## config.mk

```make
export PLATFORM = sky130hd
export DESIGN_NAME = sps_top
export DESIGN_NICKNAME = d
export VERILOG_FILES = /design/src/common/sps_pkg.sv /design/src/rtl/sps_rom.sv /design/src/rtl/sps_top.sv
export SDC_FILE = /design/constraint.sdc
export NUM_CORES = 1
export LEC_CHECK = 0
export BUFFER_PORTS_ARGS = -buffer_cell sky130_fd_sc_hd__buf_2
export CAP_MARGIN = 20
export CORE_MARGIN = 10
export CORE_UTILIZATION = 55
export CTS_CLUSTER_SIZE = 8
export DETAILED_ROUTE_END_ITERATION = 16
export PLACE_DENSITY = 0.8
export SLEW_MARGIN = 10
export SYNTH_ARGS = -nofsm -noshare
export SYNTH_HDL_FRONTEND = slang
export SYNTH_SLANG_ARGS = --single-unit
```

## constraint.sdc

```tcl
create_clock -name ref_clk -period 5.2 [get_ports ref_clk]
set_input_delay 0.52 -clock ref_clk [delete_from_list [all_inputs] [get_ports ref_clk]]
set_output_delay 0.52 -clock ref_clk [all_outputs]
set_load 0.03 [all_outputs]
```

## src/common/sps_pkg.sv

```systemverilog
// Package: constants, types and register map of the status pin and strap block
package sps_pkg;

   // ---------------------------------------------------------------
   // Sizes
   // ---------------------------------------------------------------
   localparam int NUM_PINS   = 4;    // Multipurpose status pins
   localparam int NUM_IND    = 6;    // Indications selectable per pin
   localparam int WORD_W     = 16;   // Startup tuning word width
   localparam int ROM_DEPTH  = 8;    // Tuning words held in the ROM
   localparam int NUM_EVT    = 5;    // Interrupt event bits

   // ---------------------------------------------------------------
   // Timing
   // ---------------------------------------------------------------
   localparam int CLK_NS       = 10;  // Period of ref_clk
   localparam int STRAP_NS     = 10;  // Length of the power-up input window
   localparam int STRAP_CYC_RAW = (STRAP_NS + CLK_NS - 1) / CLK_NS;
   localparam int STRAP_CYC    = (STRAP_CYC_RAW < 1) ? 1 : STRAP_CYC_RAW;

   // ---------------------------------------------------------------
   // Register byte offsets
   // ---------------------------------------------------------------
   localparam logic [7:0] OFS_PIN_SEL  = 8'h00;  // Per-pin selection bytes
   localparam logic [7:0] OFS_STRAP    = 8'h04;  // Latched strap and clock mode
   localparam logic [7:0] OFS_TUNE     = 8'h08;  // Startup tuning word register
   localparam logic [7:0] OFS_FLAGS    = 8'h0C;  // Live internal status flags
   localparam logic [7:0] OFS_IRQ_STAT = 8'h10;  // Sticky events, write one to clear
   localparam logic [7:0] OFS_IRQ_MASK = 8'h14;  // Event enables
   localparam logic [7:0] OFS_CTRL     = 8'h18;  // Loop control

   // ---------------------------------------------------------------
   // Field positions and reset values
   // ---------------------------------------------------------------
   localparam int SEL_LOR      = 0;   // Reference-loss select bit
   localparam int SEL_OOL      = 1;   // Out-of-limits select bit
   localparam int SEL_REF      = 6;   // 0 first reference, 1 second
   localparam int EVT_STRAP    = 0;   // Strap latched event
   localparam int EVT_FLAG0    = 1;   // First of four flag-change events
   localparam int STRAP_DIRECT = 3;   // Strap bit choosing the clock source
   localparam logic [31:0] RST_PIN_SEL  = 32'h0000_0000;
   localparam logic [15:0] RST_TUNE     = 16'h0000;
   localparam logic [4:0]  RST_MASK     = 5'h00;
   localparam logic [5:0]  MULT_XTAL    = 6'h28;   // Multiplier in crystal mode
   localparam logic [5:0]  MULT_DIRECT  = 6'h01;   // Multiplier bypassed
   localparam logic [1:0]  RESP_OKAY    = 2'h0;
   localparam logic [1:0]  RESP_SLVERR  = 2'h2;

   // ---------------------------------------------------------------
   // Types
   // ---------------------------------------------------------------
   // Internal status indications feeding the pins
   typedef struct packed {
      logic [3:0] aux;   // Four general status flags
      logic [1:0] out_of_limits_flag;   // Out-of-limits flag per reference
      logic [1:0] reference_loss_flag;   // Reference-loss flag per reference
   } sps_flags_t;

   // Start-up configuration taken from the straps
   typedef struct packed {
      logic [15:0] tune;    // Startup tuning word
      logic [5:0]  mult;    // System clock multiplier factor
      logic        direct;  // 1 direct clock, 0 crystal/multiplier
   } sps_cfg_t;

   // Strap sequencer, one bit changes per step except RUN back to SAMPLE
   typedef enum logic [1:0] {
      SPS_SAMPLE = 2'b00,   // Pins are inputs
      SPS_LATCH  = 2'b01,   // Falling edge of the window
      SPS_RUN    = 2'b11    // Normal output function
   } sps_state_t;

endpackage

```

## src/rtl/sps_rom.sv

```systemverilog
// Startup tuning word ROM, eight words addressed by the lower three straps
`timescale 1ns/100ps
`default_nettype none
module sps_rom #(
   parameter int WIDTH = sps_pkg::WORD_W,
   parameter int DEPTH = sps_pkg::ROM_DEPTH
) (
   // Address and word
   input  wire logic [$clog2(DEPTH)-1:0] addr,
   output logic      [WIDTH-1:0]         word
);
   import sps_pkg::*;

   // ---------------------------------------------------------------
   // Contents: word = f_out * 2^16 / 1 GHz
   // ---------------------------------------------------------------
   logic [WIDTH-1:0] rom_mem [DEPTH];  // Constant table

   // Table of start frequencies 0 .. 155.51758 MHz
   // Listed start frequencies
   always_comb begin
      rom_mem[0] = 16'h0000;   // 0 MHz
      rom_mem[1] = 16'h09F4;   // 38.87939 MHz
      rom_mem[2] = 16'h0D45;   // 51.83411 MHz
      rom_mem[3] = 16'h0FBA;   // 61.43188 MHz
      rom_mem[4] = 16'h13E8;   // 77.75879 MHz
      rom_mem[5] = 16'h1797;   // 92.14783 MHz
      rom_mem[6] = 16'h1F75;   // 122.87903 MHz
      rom_mem[7] = 16'h27D0;   // 155.51758 MHz
   end

   // Read port
   assign word = rom_mem[addr];
endmodule
`default_nettype wire

```

## src/rtl/sps_top.sv

```systemverilog
// Status pin multiplexer, strap latch and AXI4-Lite register file
`timescale 1ns/100ps
`default_nettype none
// Operation
// - Each pin ORs its six selected indications
// - Reference flags come from one selected reference
// - Loss and limit both selected: either asserts
// - Pins are inputs during the reset window
// - Window end latches pins into strap register
// - Window end returns pins to output use
// - Manual reset repeats the same sampling sequence
// - Lower three straps pick one ROM word
// - ROM word loads tuning register without strobe
// - Fourth strap picks crystal or direct clock
// - Crystal mode starts with multiplier forty
// - Loop stays open until host closes it
// - ROM words give the listed start frequencies
module sps_top (
   // Clock and reset
   input  wire logic                      ref_clk,
   input  wire logic                      rst,
   input  wire logic                      manual_reset,
   // Internal status indications
   input  wire sps_pkg::sps_flags_t       flags,
   // Multipurpose status pins
   input  wire logic [3:0]                pin_in,
   output logic      [3:0]                pin_out,
   output logic      [3:0]                pin_oe_n,
   // Start-up configuration and loop control
   output sps_pkg::sps_cfg_t              cfg,
   output logic                           loop_closed,
   output logic                           irq,
   // AXI4-Lite slave
   input  wire logic [7:0]                s_axi_awaddr,
   input  wire logic                      s_axi_awvalid,
   output logic                           s_axi_awready,
   input  wire logic [31:0]               s_axi_wdata,
   input  wire logic [3:0]                s_axi_wstrb,
   input  wire logic                      s_axi_wvalid,
   output logic                           s_axi_wready,
   output logic      [1:0]                s_axi_bresp,
   output logic                           s_axi_bvalid,
   input  wire logic                      s_axi_bready,
   input  wire logic [7:0]                s_axi_araddr,
   input  wire logic                      s_axi_arvalid,
   output logic                           s_axi_arready,
   output logic      [31:0]               s_axi_rdata,
   output logic      [1:0]                s_axi_rresp,
   output logic                           s_axi_rvalid,
   input  wire logic                      s_axi_rready
);
   import sps_pkg::*;

   // ---------------------------------------------------------------
   // Declarations
   // ---------------------------------------------------------------
   sps_state_t   st_q, st_d;           // Strap sequencer
   logic [1:0]   win_q, win_d;         // Window cycle counter
   logic [3:0]   strap_q, strap_d;     // Latched strap levels
   sps_cfg_t     cfg_q, cfg_d;         // Clock mode and tuning word
   logic         loop_q, loop_d;       // Loop closed by host
   logic [3:0]   pin_q, pin_d;         // Registered pin drive
   logic [3:0]   oen_q, oen_d;         // Registered pin enables
   logic [31:0]  sel_q, sel_d;         // Selection bytes, one per pin
   logic [4:0]   stat_q, stat_d;       // Sticky events
   logic [4:0]   mask_q, mask_d;       // Event enables
   logic         irq_q, irq_d;         // Interrupt output
   logic [3:0]   prev_q;               // Previous reference flags
   logic [15:0]  rom_word;             // ROM output
   logic [4:0]   evt;                  // Event pulses
   // Bus state
   logic         aw_q, aw_d, w_q, w_d; // Address and data held
   logic [7:0]   awa_q, awa_d;         // Held write address
   logic [31:0]  wd_q, wd_d;           // Held write data
   logic [3:0]   ws_q, ws_d;           // Held strobes
   logic         bv_q, bv_d;           // Write response valid
   logic [1:0]   br_q, br_d;           // Write response code
   logic         rv_q, rv_d;           // Read data valid
   logic [31:0]  rd_q, rd_d;           // Read data
   logic [1:0]   rr_q, rr_d;           // Read response code
   logic         wr_go;                // Write performed this cycle
   logic [31:0]  wmask;                // Byte strobes widened

   // Selects the indication of one pin from its selection byte
   function automatic logic pin_level(input logic [7:0] s, input sps_flags_t f);
      logic [5:0] v;
      v = {f.aux, f.out_of_limits_flag[s[SEL_REF]], f.reference_loss_flag[s[SEL_REF]]};
      return |(s[5:0] & v);
   endfunction

   // Decodes a byte offset into a known register
   function automatic logic is_mapped(input logic [7:0] a);
      return (a == OFS_PIN_SEL) || (a == OFS_STRAP) || (a == OFS_TUNE) ||
             (a == OFS_FLAGS) || (a == OFS_IRQ_STAT) || (a == OFS_IRQ_MASK) ||
             (a == OFS_CTRL);
   endfunction

   // ---------------------------------------------------------------
   // Startup ROM
   // ---------------------------------------------------------------
   sps_rom #(.WIDTH(WORD_W), .DEPTH(ROM_DEPTH)) u_rom (
      .addr (strap_d[2:0]),
      .word (rom_word)
   );

   // ---------------------------------------------------------------
   // Strap sequencer
   // ---------------------------------------------------------------
   // Window opens at reset and while manual reset is held
   always_comb begin
      st_d    = st_q;
      win_d   = win_q;
      strap_d = strap_q;
      cfg_d   = cfg_q;
      unique case (st_q)
         SPS_SAMPLE: begin
            if (manual_reset) begin
               win_d = 2'(STRAP_CYC);
            end else if (win_q > 2'h1) begin
               win_d = win_q - 2'h1;
            end else begin
               win_d = 2'h0;
               st_d  = SPS_LATCH;
            end
         end
         SPS_LATCH: begin
            // Resistors give one of 16 patterns
            strap_d = pin_in;
            st_d    = SPS_RUN;
         end
         SPS_RUN: begin
            if (manual_reset) begin
               win_d = 2'(STRAP_CYC);
               st_d  = SPS_SAMPLE;
            end
         end
      endcase
      if (st_q == SPS_LATCH) begin
         cfg_d.tune   = rom_word;
         cfg_d.direct = pin_in[STRAP_DIRECT];
         cfg_d.mult   = pin_in[STRAP_DIRECT] ? MULT_DIRECT : MULT_XTAL;
      end else if (wr_go && awa_q == OFS_TUNE) begin
         cfg_d.tune = (cfg_q.tune & ~wmask[15:0]) | (wd_q[15:0] & wmask[15:0]);
      end
   end

   // Sequencer registers
   always_ff @(posedge ref_clk or posedge rst) begin
      if (rst) begin
         st_q    <= SPS_SAMPLE;
         win_q   <= 2'(STRAP_CYC);
         strap_q <= 4'h0;
         cfg_q   <= '{tune: RST_TUNE, mult: MULT_XTAL, direct: 1'b0};
      end else begin
         st_q    <= st_d;
         win_q   <= win_d;
         strap_q <= strap_d;
         cfg_q   <= cfg_d;
      end
   end

   // ---------------------------------------------------------------
   // Pin drive
   // ---------------------------------------------------------------
   // Per-pin OR of selected flags
   always_comb begin
      for (int i = 0; i < NUM_PINS; i++) begin
         pin_d[i] = pin_level(sel_q[8*i +: 8], flags);
         oen_d[i] = (st_d != SPS_RUN);
      end
   end

   // Pin registers
   always_ff @(posedge ref_clk or posedge rst) begin
      if (rst) begin
         pin_q <= 4'h0;
         oen_q <= 4'hF;
      end else begin
         pin_q <= pin_d;
         oen_q <= oen_d;
      end
   end

   // ---------------------------------------------------------------
   // Control, interrupt and selection registers
   // ---------------------------------------------------------------
   assign wr_go = aw_q && w_q && !bv_q;
   assign wmask = {{8{ws_q[3]}}, {8{ws_q[2]}}, {8{ws_q[1]}}, {8{ws_q[0]}}};
   assign evt   = {{flags.out_of_limits_flag, flags.reference_loss_flag} ^ prev_q, st_q == SPS_LATCH};

   // Register writes, events and interrupt level
   always_comb begin
      sel_d  = sel_q;
      mask_d = mask_q;
      loop_d = loop_q;
      stat_d = stat_q;
      if (wr_go) begin
         unique case (awa_q)
            OFS_PIN_SEL:  sel_d  = (sel_q & ~wmask) | (wd_q & wmask);
            OFS_IRQ_MASK: if (ws_q[0]) mask_d = wd_q[4:0];
            OFS_IRQ_STAT: if (ws_q[0]) stat_d = stat_q & ~wd_q[4:0];
            OFS_CTRL:     if (ws_q[0]) loop_d = wd_q[0];
            default:      ;
         endcase
      end
      // Events set after the clear so a same-cycle event survives
      stat_d = stat_d | evt;
      if (st_q != SPS_RUN) begin
         loop_d = 1'b0;
      end
      irq_d = |(stat_d & mask_d);
   end

   // Control registers
   always_ff @(posedge ref_clk or posedge rst) begin
      if (rst) begin
         sel_q  <= RST_PIN_SEL;
         mask_q <= RST_MASK;
         loop_q <= 1'b0;
         stat_q <= 5'h00;
         irq_q  <= 1'b0;
         prev_q <= 4'h0;
      end else begin
         sel_q  <= sel_d;
         mask_q <= mask_d;
         loop_q <= loop_d;
         stat_q <= stat_d;
         irq_q  <= irq_d;
         prev_q <= {flags.out_of_limits_flag, flags.reference_loss_flag};
      end
   end

   // ---------------------------------------------------------------
   // AXI4-Lite channels
   // ---------------------------------------------------------------
   // Address and data taken in either order, answer after both
   always_comb begin
      aw_d = aw_q;  awa_d = awa_q;  w_d = w_q;  wd_d = wd_q;  ws_d = ws_q;
      bv_d = bv_q;  br_d = br_q;  rv_d = rv_q;  rd_d = rd_q;  rr_d = rr_q;
      if (s_axi_awvalid && !aw_q) begin
         aw_d  = 1'b1;
         awa_d = {s_axi_awaddr[7:2], 2'b00};
      end
      if (s_axi_wvalid && !w_q) begin
         w_d  = 1'b1;
         wd_d = s_axi_wdata;
         ws_d = s_axi_wstrb;
      end
      if (wr_go) begin
         bv_d = 1'b1;
         br_d = is_mapped(awa_q) ? RESP_OKAY : RESP_SLVERR;
      end
      if (bv_q && s_axi_bready) begin
         bv_d = 1'b0;
         aw_d = 1'b0;
         w_d  = 1'b0;
      end
      if (s_axi_arvalid && !rv_q) begin
         rv_d = 1'b1;
         rr_d = is_mapped({s_axi_araddr[7:2], 2'b00}) ? RESP_OKAY : RESP_SLVERR;
         unique case ({s_axi_araddr[7:2], 2'b00})
            OFS_PIN_SEL:  rd_d = sel_q;
            OFS_STRAP:    rd_d = {21'h0, cfg_q.mult, cfg_q.direct, strap_q};
            OFS_TUNE:     rd_d = {16'h0, cfg_q.tune};
            OFS_FLAGS:    rd_d = {24'h0, flags};
            OFS_IRQ_STAT: rd_d = {27'h0, stat_q};
            OFS_IRQ_MASK: rd_d = {27'h0, mask_q};
            OFS_CTRL:     rd_d = {31'h0, loop_q};
            default:      rd_d = 32'h0000_0000;
         endcase
      end else if (rv_q && s_axi_rready) begin
         rv_d = 1'b0;
      end
   end

   // Bus registers
   always_ff @(posedge ref_clk or posedge rst) begin
      if (rst) begin
         aw_q <= 1'b0;  awa_q <= 8'h00;  w_q <= 1'b0;  wd_q <= 32'h0000_0000;
         ws_q <= 4'h0;  bv_q <= 1'b0;  br_q <= RESP_OKAY;  rv_q <= 1'b0;
         rd_q <= 32'h0000_0000;  rr_q <= RESP_OKAY;
      end else begin
         aw_q <= aw_d;  awa_q <= awa_d;  w_q <= w_d;  wd_q <= wd_d;
         ws_q <= ws_d;  bv_q <= bv_d;  br_q <= br_d;  rv_q <= rv_d;
         rd_q <= rd_d;  rr_q <= rr_d;
      end
   end

   // ---------------------------------------------------------------
   // Outputs
   // ---------------------------------------------------------------
   assign pin_out       = pin_q;
   assign pin_oe_n      = oen_q;
   assign cfg           = cfg_q;
   assign loop_closed   = loop_q;
   assign irq           = irq_q;
   assign s_axi_awready = !aw_q;
   assign s_axi_wready  = !w_q;
   assign s_axi_bvalid  = bv_q;
   assign s_axi_bresp   = br_q;
   assign s_axi_arready = !rv_q;
   assign s_axi_rvalid  = rv_q;
   assign s_axi_rdata   = rd_q;
   assign s_axi_rresp   = rr_q;

   // ---------------------------------------------------------------
   // Assertions
   // ---------------------------------------------------------------
   a_pin_or_sel: assert property (@(posedge ref_clk) disable iff (rst)
      pin_out[0] == pin_level($past(sel_q[7:0]), $past(flags)))
      else $error("pin 0 level differs from its selected flags");
   a_ref_pick: assert property (@(posedge ref_clk) disable iff (rst)
      (sel_q[15:8] == 8'h43) |=> pin_out[1] == $past(flags.reference_loss_flag[1] || flags.out_of_limits_flag[1]))
      else $error("pin 1 did not follow second reference flags");
   a_lor_or_ool: assert property (@(posedge ref_clk) disable iff (rst)
      (sel_q[7:0] == 8'h03 && (flags.reference_loss_flag[0] || flags.out_of_limits_flag[0])) |=> pin_out[0])
      else $error("pin 0 missed loss or limit flag");
   a_pins_input: assert property (@(posedge ref_clk) disable iff (rst)
      (st_q == SPS_SAMPLE) |-> pin_oe_n == 4'hF)
      else $error("pins driven during the strap window");
   a_strap_take: assert property (@(posedge ref_clk) disable iff (rst)
      (st_q == SPS_LATCH) |=> strap_q == $past(pin_in))
      else $error("strap register missed pin levels");
   a_drive_back: assert property (@(posedge ref_clk) disable iff (rst)
      (st_q == SPS_LATCH) |=> pin_oe_n == 4'h0 && st_q == SPS_RUN)
      else $error("pins not driving after the latch");
   a_manual_seq: assert property (@(posedge ref_clk) disable iff (rst)
      (manual_reset && st_q == SPS_RUN) |=> st_q == SPS_SAMPLE ##[1:4] st_q == SPS_LATCH)
      else $error("manual reset did not repeat the sampling");
   a_rom_load: assert property (@(posedge ref_clk) disable iff (rst)
      (st_q == SPS_LATCH && pin_in[2:0] == 3'h7) |=> cfg.tune == 16'h27D0)
      else $error("tuning word not loaded from the table");
   a_clk_mode: assert property (@(posedge ref_clk) disable iff (rst)
      (st_q == SPS_LATCH) |=> cfg.direct == $past(pin_in[3])
                              && (cfg.direct || cfg.mult == MULT_XTAL))
      else $error("clock mode or multiplier wrong after latch");
   a_loop_open: assert property (@(posedge ref_clk) disable iff (rst)
      (st_q != SPS_RUN) |=> !loop_closed)
      else $error("loop closed during startup");
   a_irq_level: assert property (@(posedge ref_clk) disable iff (rst)
      irq == |($past(stat_d) & $past(mask_d)))
      else $error("interrupt level differs from masked status");
endmodule
`default_nettype wire

```

# After elaboration in Yosys (flattened, before gate mapping)
# Memory sizes are Yosys's and may differ from the RTL's.
# Cells that the tools add are included.
[word_totals]
mem_bits_ro = 128
ff_bits = 165
memories = 1
[op_classes]
reduce_logical = 44
mux = 51
n_addsub = 1
n_bitwise = 18
n_lt_le_gt_ge = 6
n_eq_ne = 17
[memory_table]
columns = ["name", "words", "width", "rd", "rd_clocked_by_memory_dff", "write_ports", "line", "rtl"]
rows = [
  ["(name not given)", 8, 16, 1, 0, 0, "sps_rom.sv:33", "assign word = rom_mem[addr];"],
]
[ops]
columns = ["operator", "n"]
rows = [
  ["case mux 32 bit (7 select lines)", 1],
  ["bitwise AND 32 bit", 2],
  ["2-to-1 mux 16 bit", 4],
  ["== test 6 x 3 -> 1 bit (second input constant)", 6],
  ["bitwise AND 16 bit", 2],
  ["inverter 32 bit", 1],
  ["OR 32 bit", 1],
  ["2-to-1 mux 5 bit", 6],
  ["2-to-1 mux 1 bit", 28],
  ["bitwise AND 6 bit", 4],
  ["== test 6 x 2 -> 1 bit (second input constant)", 4],
  ["OR reduction 6 bit", 4],
  ["nonzero test 2 bit", 9],
  ["2-to-1 mux 2 bit", 8],
  ["inverter 16 bit", 1],
  ["OR 16 bit", 1],
  ["== test 6 x 1 -> 1 bit (second input constant)", 2],
  ["logical OR 1 bit", 12],
  ["bitwise AND 5 bit", 2],
  ["logical AND 1 bit", 8],
  ["zero test 8 bit", 1],
  ["less-than comparator 1 x 2 -> 1 bit (second input constant)", 4],
  ["zero test 6 bit", 1],
  ["2-to-1 mux 6 bit", 1],
  ["other kinds (18)", 24],
]

# Depth between registers and ports, before layout
[depth]
ltp_word = 8
ltp_mapped = 9
ltp_nobuf = 8

# Cells and area by module
# Synthesis repeated with hierarchy kept, for this count alone.
[hier_totals]
cells_unflattened = 594
hier_area_um2 = 7030.5
[modules_own_cells]
columns = ["mod", "cells_each", "n_inst", "seq_area_each_um2", "area_each_um2"]
rows = [
  ["sps_top", 559, 1, 3957.5, 6795.3],
  ["sps_rom", 35, 1, 0.0, 235.2],
]

# Least setup slack after synthesis
# OpenSTA, ideal clock, no wires.
[synth_path]
path_type = "reg2reg"
from = "reg bv_q (netlist: s_axi_bvalid)"
to = "reg irq_q (netlist: irq)"
setup_ns = 0.132
n_path_buf = 0
arrival_time_ns = 1.888
path_stages_with_launch = 6
setup_slack_ns = 3.180
required_time_ns = 5.068
path_cell_list = "dfrtp_1 > and3b_1 > nand4_4 > mux2_2 > a222oi_1 > or3b_1"
[synth_between]
elab_cells_between_ends = 7
classes_between = "2 x mux; 2 x bitwise; 3 x reduce/logical"
[synth_lines]
columns = ["item", "line", "rtl"]
rows = [
  ["from (decl)", "sps_top.sv:76", "logic bv_q, bv_d;"],
  ["from (signal assigned)", "sps_top.sv:284", "ws_q <= ws_d; bv_q <= bv_d; br_q <= br_d; rv_q <= rv_d;"],
  ["zero test 1 bit", "sps_top.sv:187", "assign wr_go = aw_q && w_q && !bv_q;"],
  ["logical AND 1 bit", "sps_top.sv:187", ""],
  ["2-to-1 mux 5 bit", "sps_top.sv:197", "if (wr_go) begin"],
  ["named net mask_d[3]", "sps_top.sv:66", "logic [4:0] mask_q, mask_d;"],
  ["bitwise AND 5 bit", "sps_top.sv:211", "irq_d = |(stat_d & mask_d);"],
  ["OR reduction 5 bit", "sps_top.sv:211", ""],
  ["named net irq_d", "sps_top.sv:67", "logic irq_q, irq_d;"],
  ["to (signal assigned)", "sps_top.sv:228", "irq_q <= irq_d;"],
  ["to (decl)", "sps_top.sv:67", ""],
]
# The timed path passes the listed nets, and every way through them passes these cells.
# A chain may end at the register's enable or synchronous reset.

==> metrics.cfg <==
[synthesis]
synth_top_area_share=0.555
ys_ff_latch=158
synthCells=580
syn_avg_cell_area_um2=12.0
synth_top_area_cell=dfrtp_1
ys_seq_area_frac=0.567
synth_area_leaders=dfrtp_1, mux2_2, nand2_1
syn-cell-area_um2=6980
synth_cell_type_count=48
yosysWarningCount=0

[sta]
period_needed_ns=2.89
setup_ws_ns=2.31
maxSlewHeadroom=0.201
hold_slack_ns=0.0969
max_freq_mhz=346
rsz0062_at_grt=no
tns_ns=0
finalHoldViolCount=0
worstMarginPinSlew_ns=1.19
finalCritPeriodShare=0.556
setup_viol=0
fin_skew_ns=0.00498
finalMaxSlewViolations=0

[power]
ir_drop_v=0.000300
power_mw=4.51
powerDensity_nw_per_um2=539
p_leak_nw=4.05

[final_layout]
layout_common_cells=dfrtp_1, buf_2, mux2_2, nand2_1, nor2_1
nets=786
fin_util=0.668
syn_to_final_growth_pct=19.8
layout_commonest_cell=dfrtp_1
fin_cells=894
drive_gt1_frac=0.396
fin_area_um2=8370

[clocking]
cts.repair.resized=0
cts_setup_buffers=0
h-tree-depth=4
clk_pin_slew_worst_paths_ns=0.06
postCtsHoldBufs=0
clkSinkCount=158
clkLatencyLatePin_ns=0.43
cts_max_path_buffers=2
clockRootBuffer=clkbuf_16
cts_tree=built
cts_buffers=17

[grt]
track_usage=0.206
grt_max_degree=115
grt_pass1_vias=5323
gr-total-overflow=0
grt_pass1_wl_um=28600
antenna_found_initial=4

[die]
die_w_um=133
die_h_um=133
core_area_um2=12500
initial_core_util=0.558
row_count=41
die_area_um2=17600
num_io_pins=146

[outcome]
outcome=finished, final reports clean

[routing]
wl_per_cell_um=19.9
wl_um=17800
first_pass_iters=4
wl_met2_um=8320
ant_nets=0
met1_length_um=7450
vias=5126
wl_met3_um=1560
top_layer=met5
drc=0
drtIter0Drc=376
via_per_inst=5.73

[place]
dp.cells=858
placed_area_um2=7750
place_ws_ns=2.45
numPortBuffers=136
place.gp.congestion=0.857
hpwl_um=12900

[worst_setup_path]
cp-end-kind=flip-flop
setup.worst_path.class=reg2reg
critPathMaxFanout=8
startpoint_type=flip-flop
cp_data_required_time_ns=5.51
worstPathArrival_ns=3.20

[run]
maxCapViolCount=0

[worst_hold_path]
hold_path.class=in2async

-- worst max-delay path, cell delays in order (launching register included) --
cell and delay, ns:
dfrtp_1 0.46, nor4_1 0.46, nand2_1 0.18, nor3_1 0.93, nand2_2 0.36, mux2_2 0.37
-- cell usage after synthesis, drive strengths merged --
library cell	instances
dfrtp	155
mux2	95
nand2	65
nor2	27
o21ai	26
clkbuf	23
a21oi	18
a22o	18
a31oi	18
mux2i	17
buf	15
nand3	14
a22oi	13
inv	10
nor2b	9
ha	7
nand4	6
nor3	5
a211oi	3
dfstp	3
mux4	3
nand2b	3
or3	3
a21boi	2
and3b	2
nor4	2
or2	2
xnor2	2
xor2	2
a21o	1
a222oi	1
a32oi	1
and4	1
conb	1
nand3b	1
nor3b	1
o21a	1
o221ai	1
o311ai	1
o31ai	1
or3b	1
-- report_power, final --
group,switching (mW),internal (mW),leakage [nW]
combinational,0.692,0.573,1.79
sequential,0.399,1.65,1.98
clock,0.481,0.713,0.283
-- path summary, 6_finish.rpt --
kind,start,to,slack (ns),cells after the start
min in group ref_clk,pin_in[3],cfg[4],0.27,2
max in group asynchronous,rst,win_q[0],3.83,4
hold reg to reg,s_axi_rdata[3],s_axi_rdata[3],0.48,2
setup / recovery,awa_q[2],flip-flop,2.31,5
setup reg to reg,awa_q[2],flip-flop,2.31,5
hold / removal,rst,s_axi_rdata[31],0.1,2
-- logic make-up (layout without fill, tap and decap cells) --
| family | after synthesis | count (layout) | share of synthesized area |
|---|---|---|---|
| buffers and inverters | 48 | 184 | 0.0321 |
| adder cells (fa/ha/maj) | 7 | 7 | 0.0125 |
| AO/OA/AOI/OAI | 105 | 105 | 0.0980 |
| multiplexers | 115 | 115 | 0.187 |
| other | 1 | 7 | 0.000537 |
| XOR/XNOR | 4 | 4 | 0.00502 |
| AND/OR/NAND/NOR | 142 | 142 | 0.0980 |
| flip-flops | 158 | 158 | 0.567 |
-- routing by layer --
metal | vias up | global-route usage
met5 | - | 0
met4 | 4 | 0.0856
met3 | 37 | 0.0757
met2 | 213 | 0.318
met1 | 2542 | 0.255
li1 | 2330 | -
-- layout make-up --
cell class	count	area, um^2
antenna	2	5.00
clock buffer	20	447
clock inverter	12	120
fill	973	4150
inverter	10	42.5
multi-input combinational	378	2830
sequential	158	3960
tap	172	215
timing repair buffer	142	753
Power figures use the tool's default switching activity.
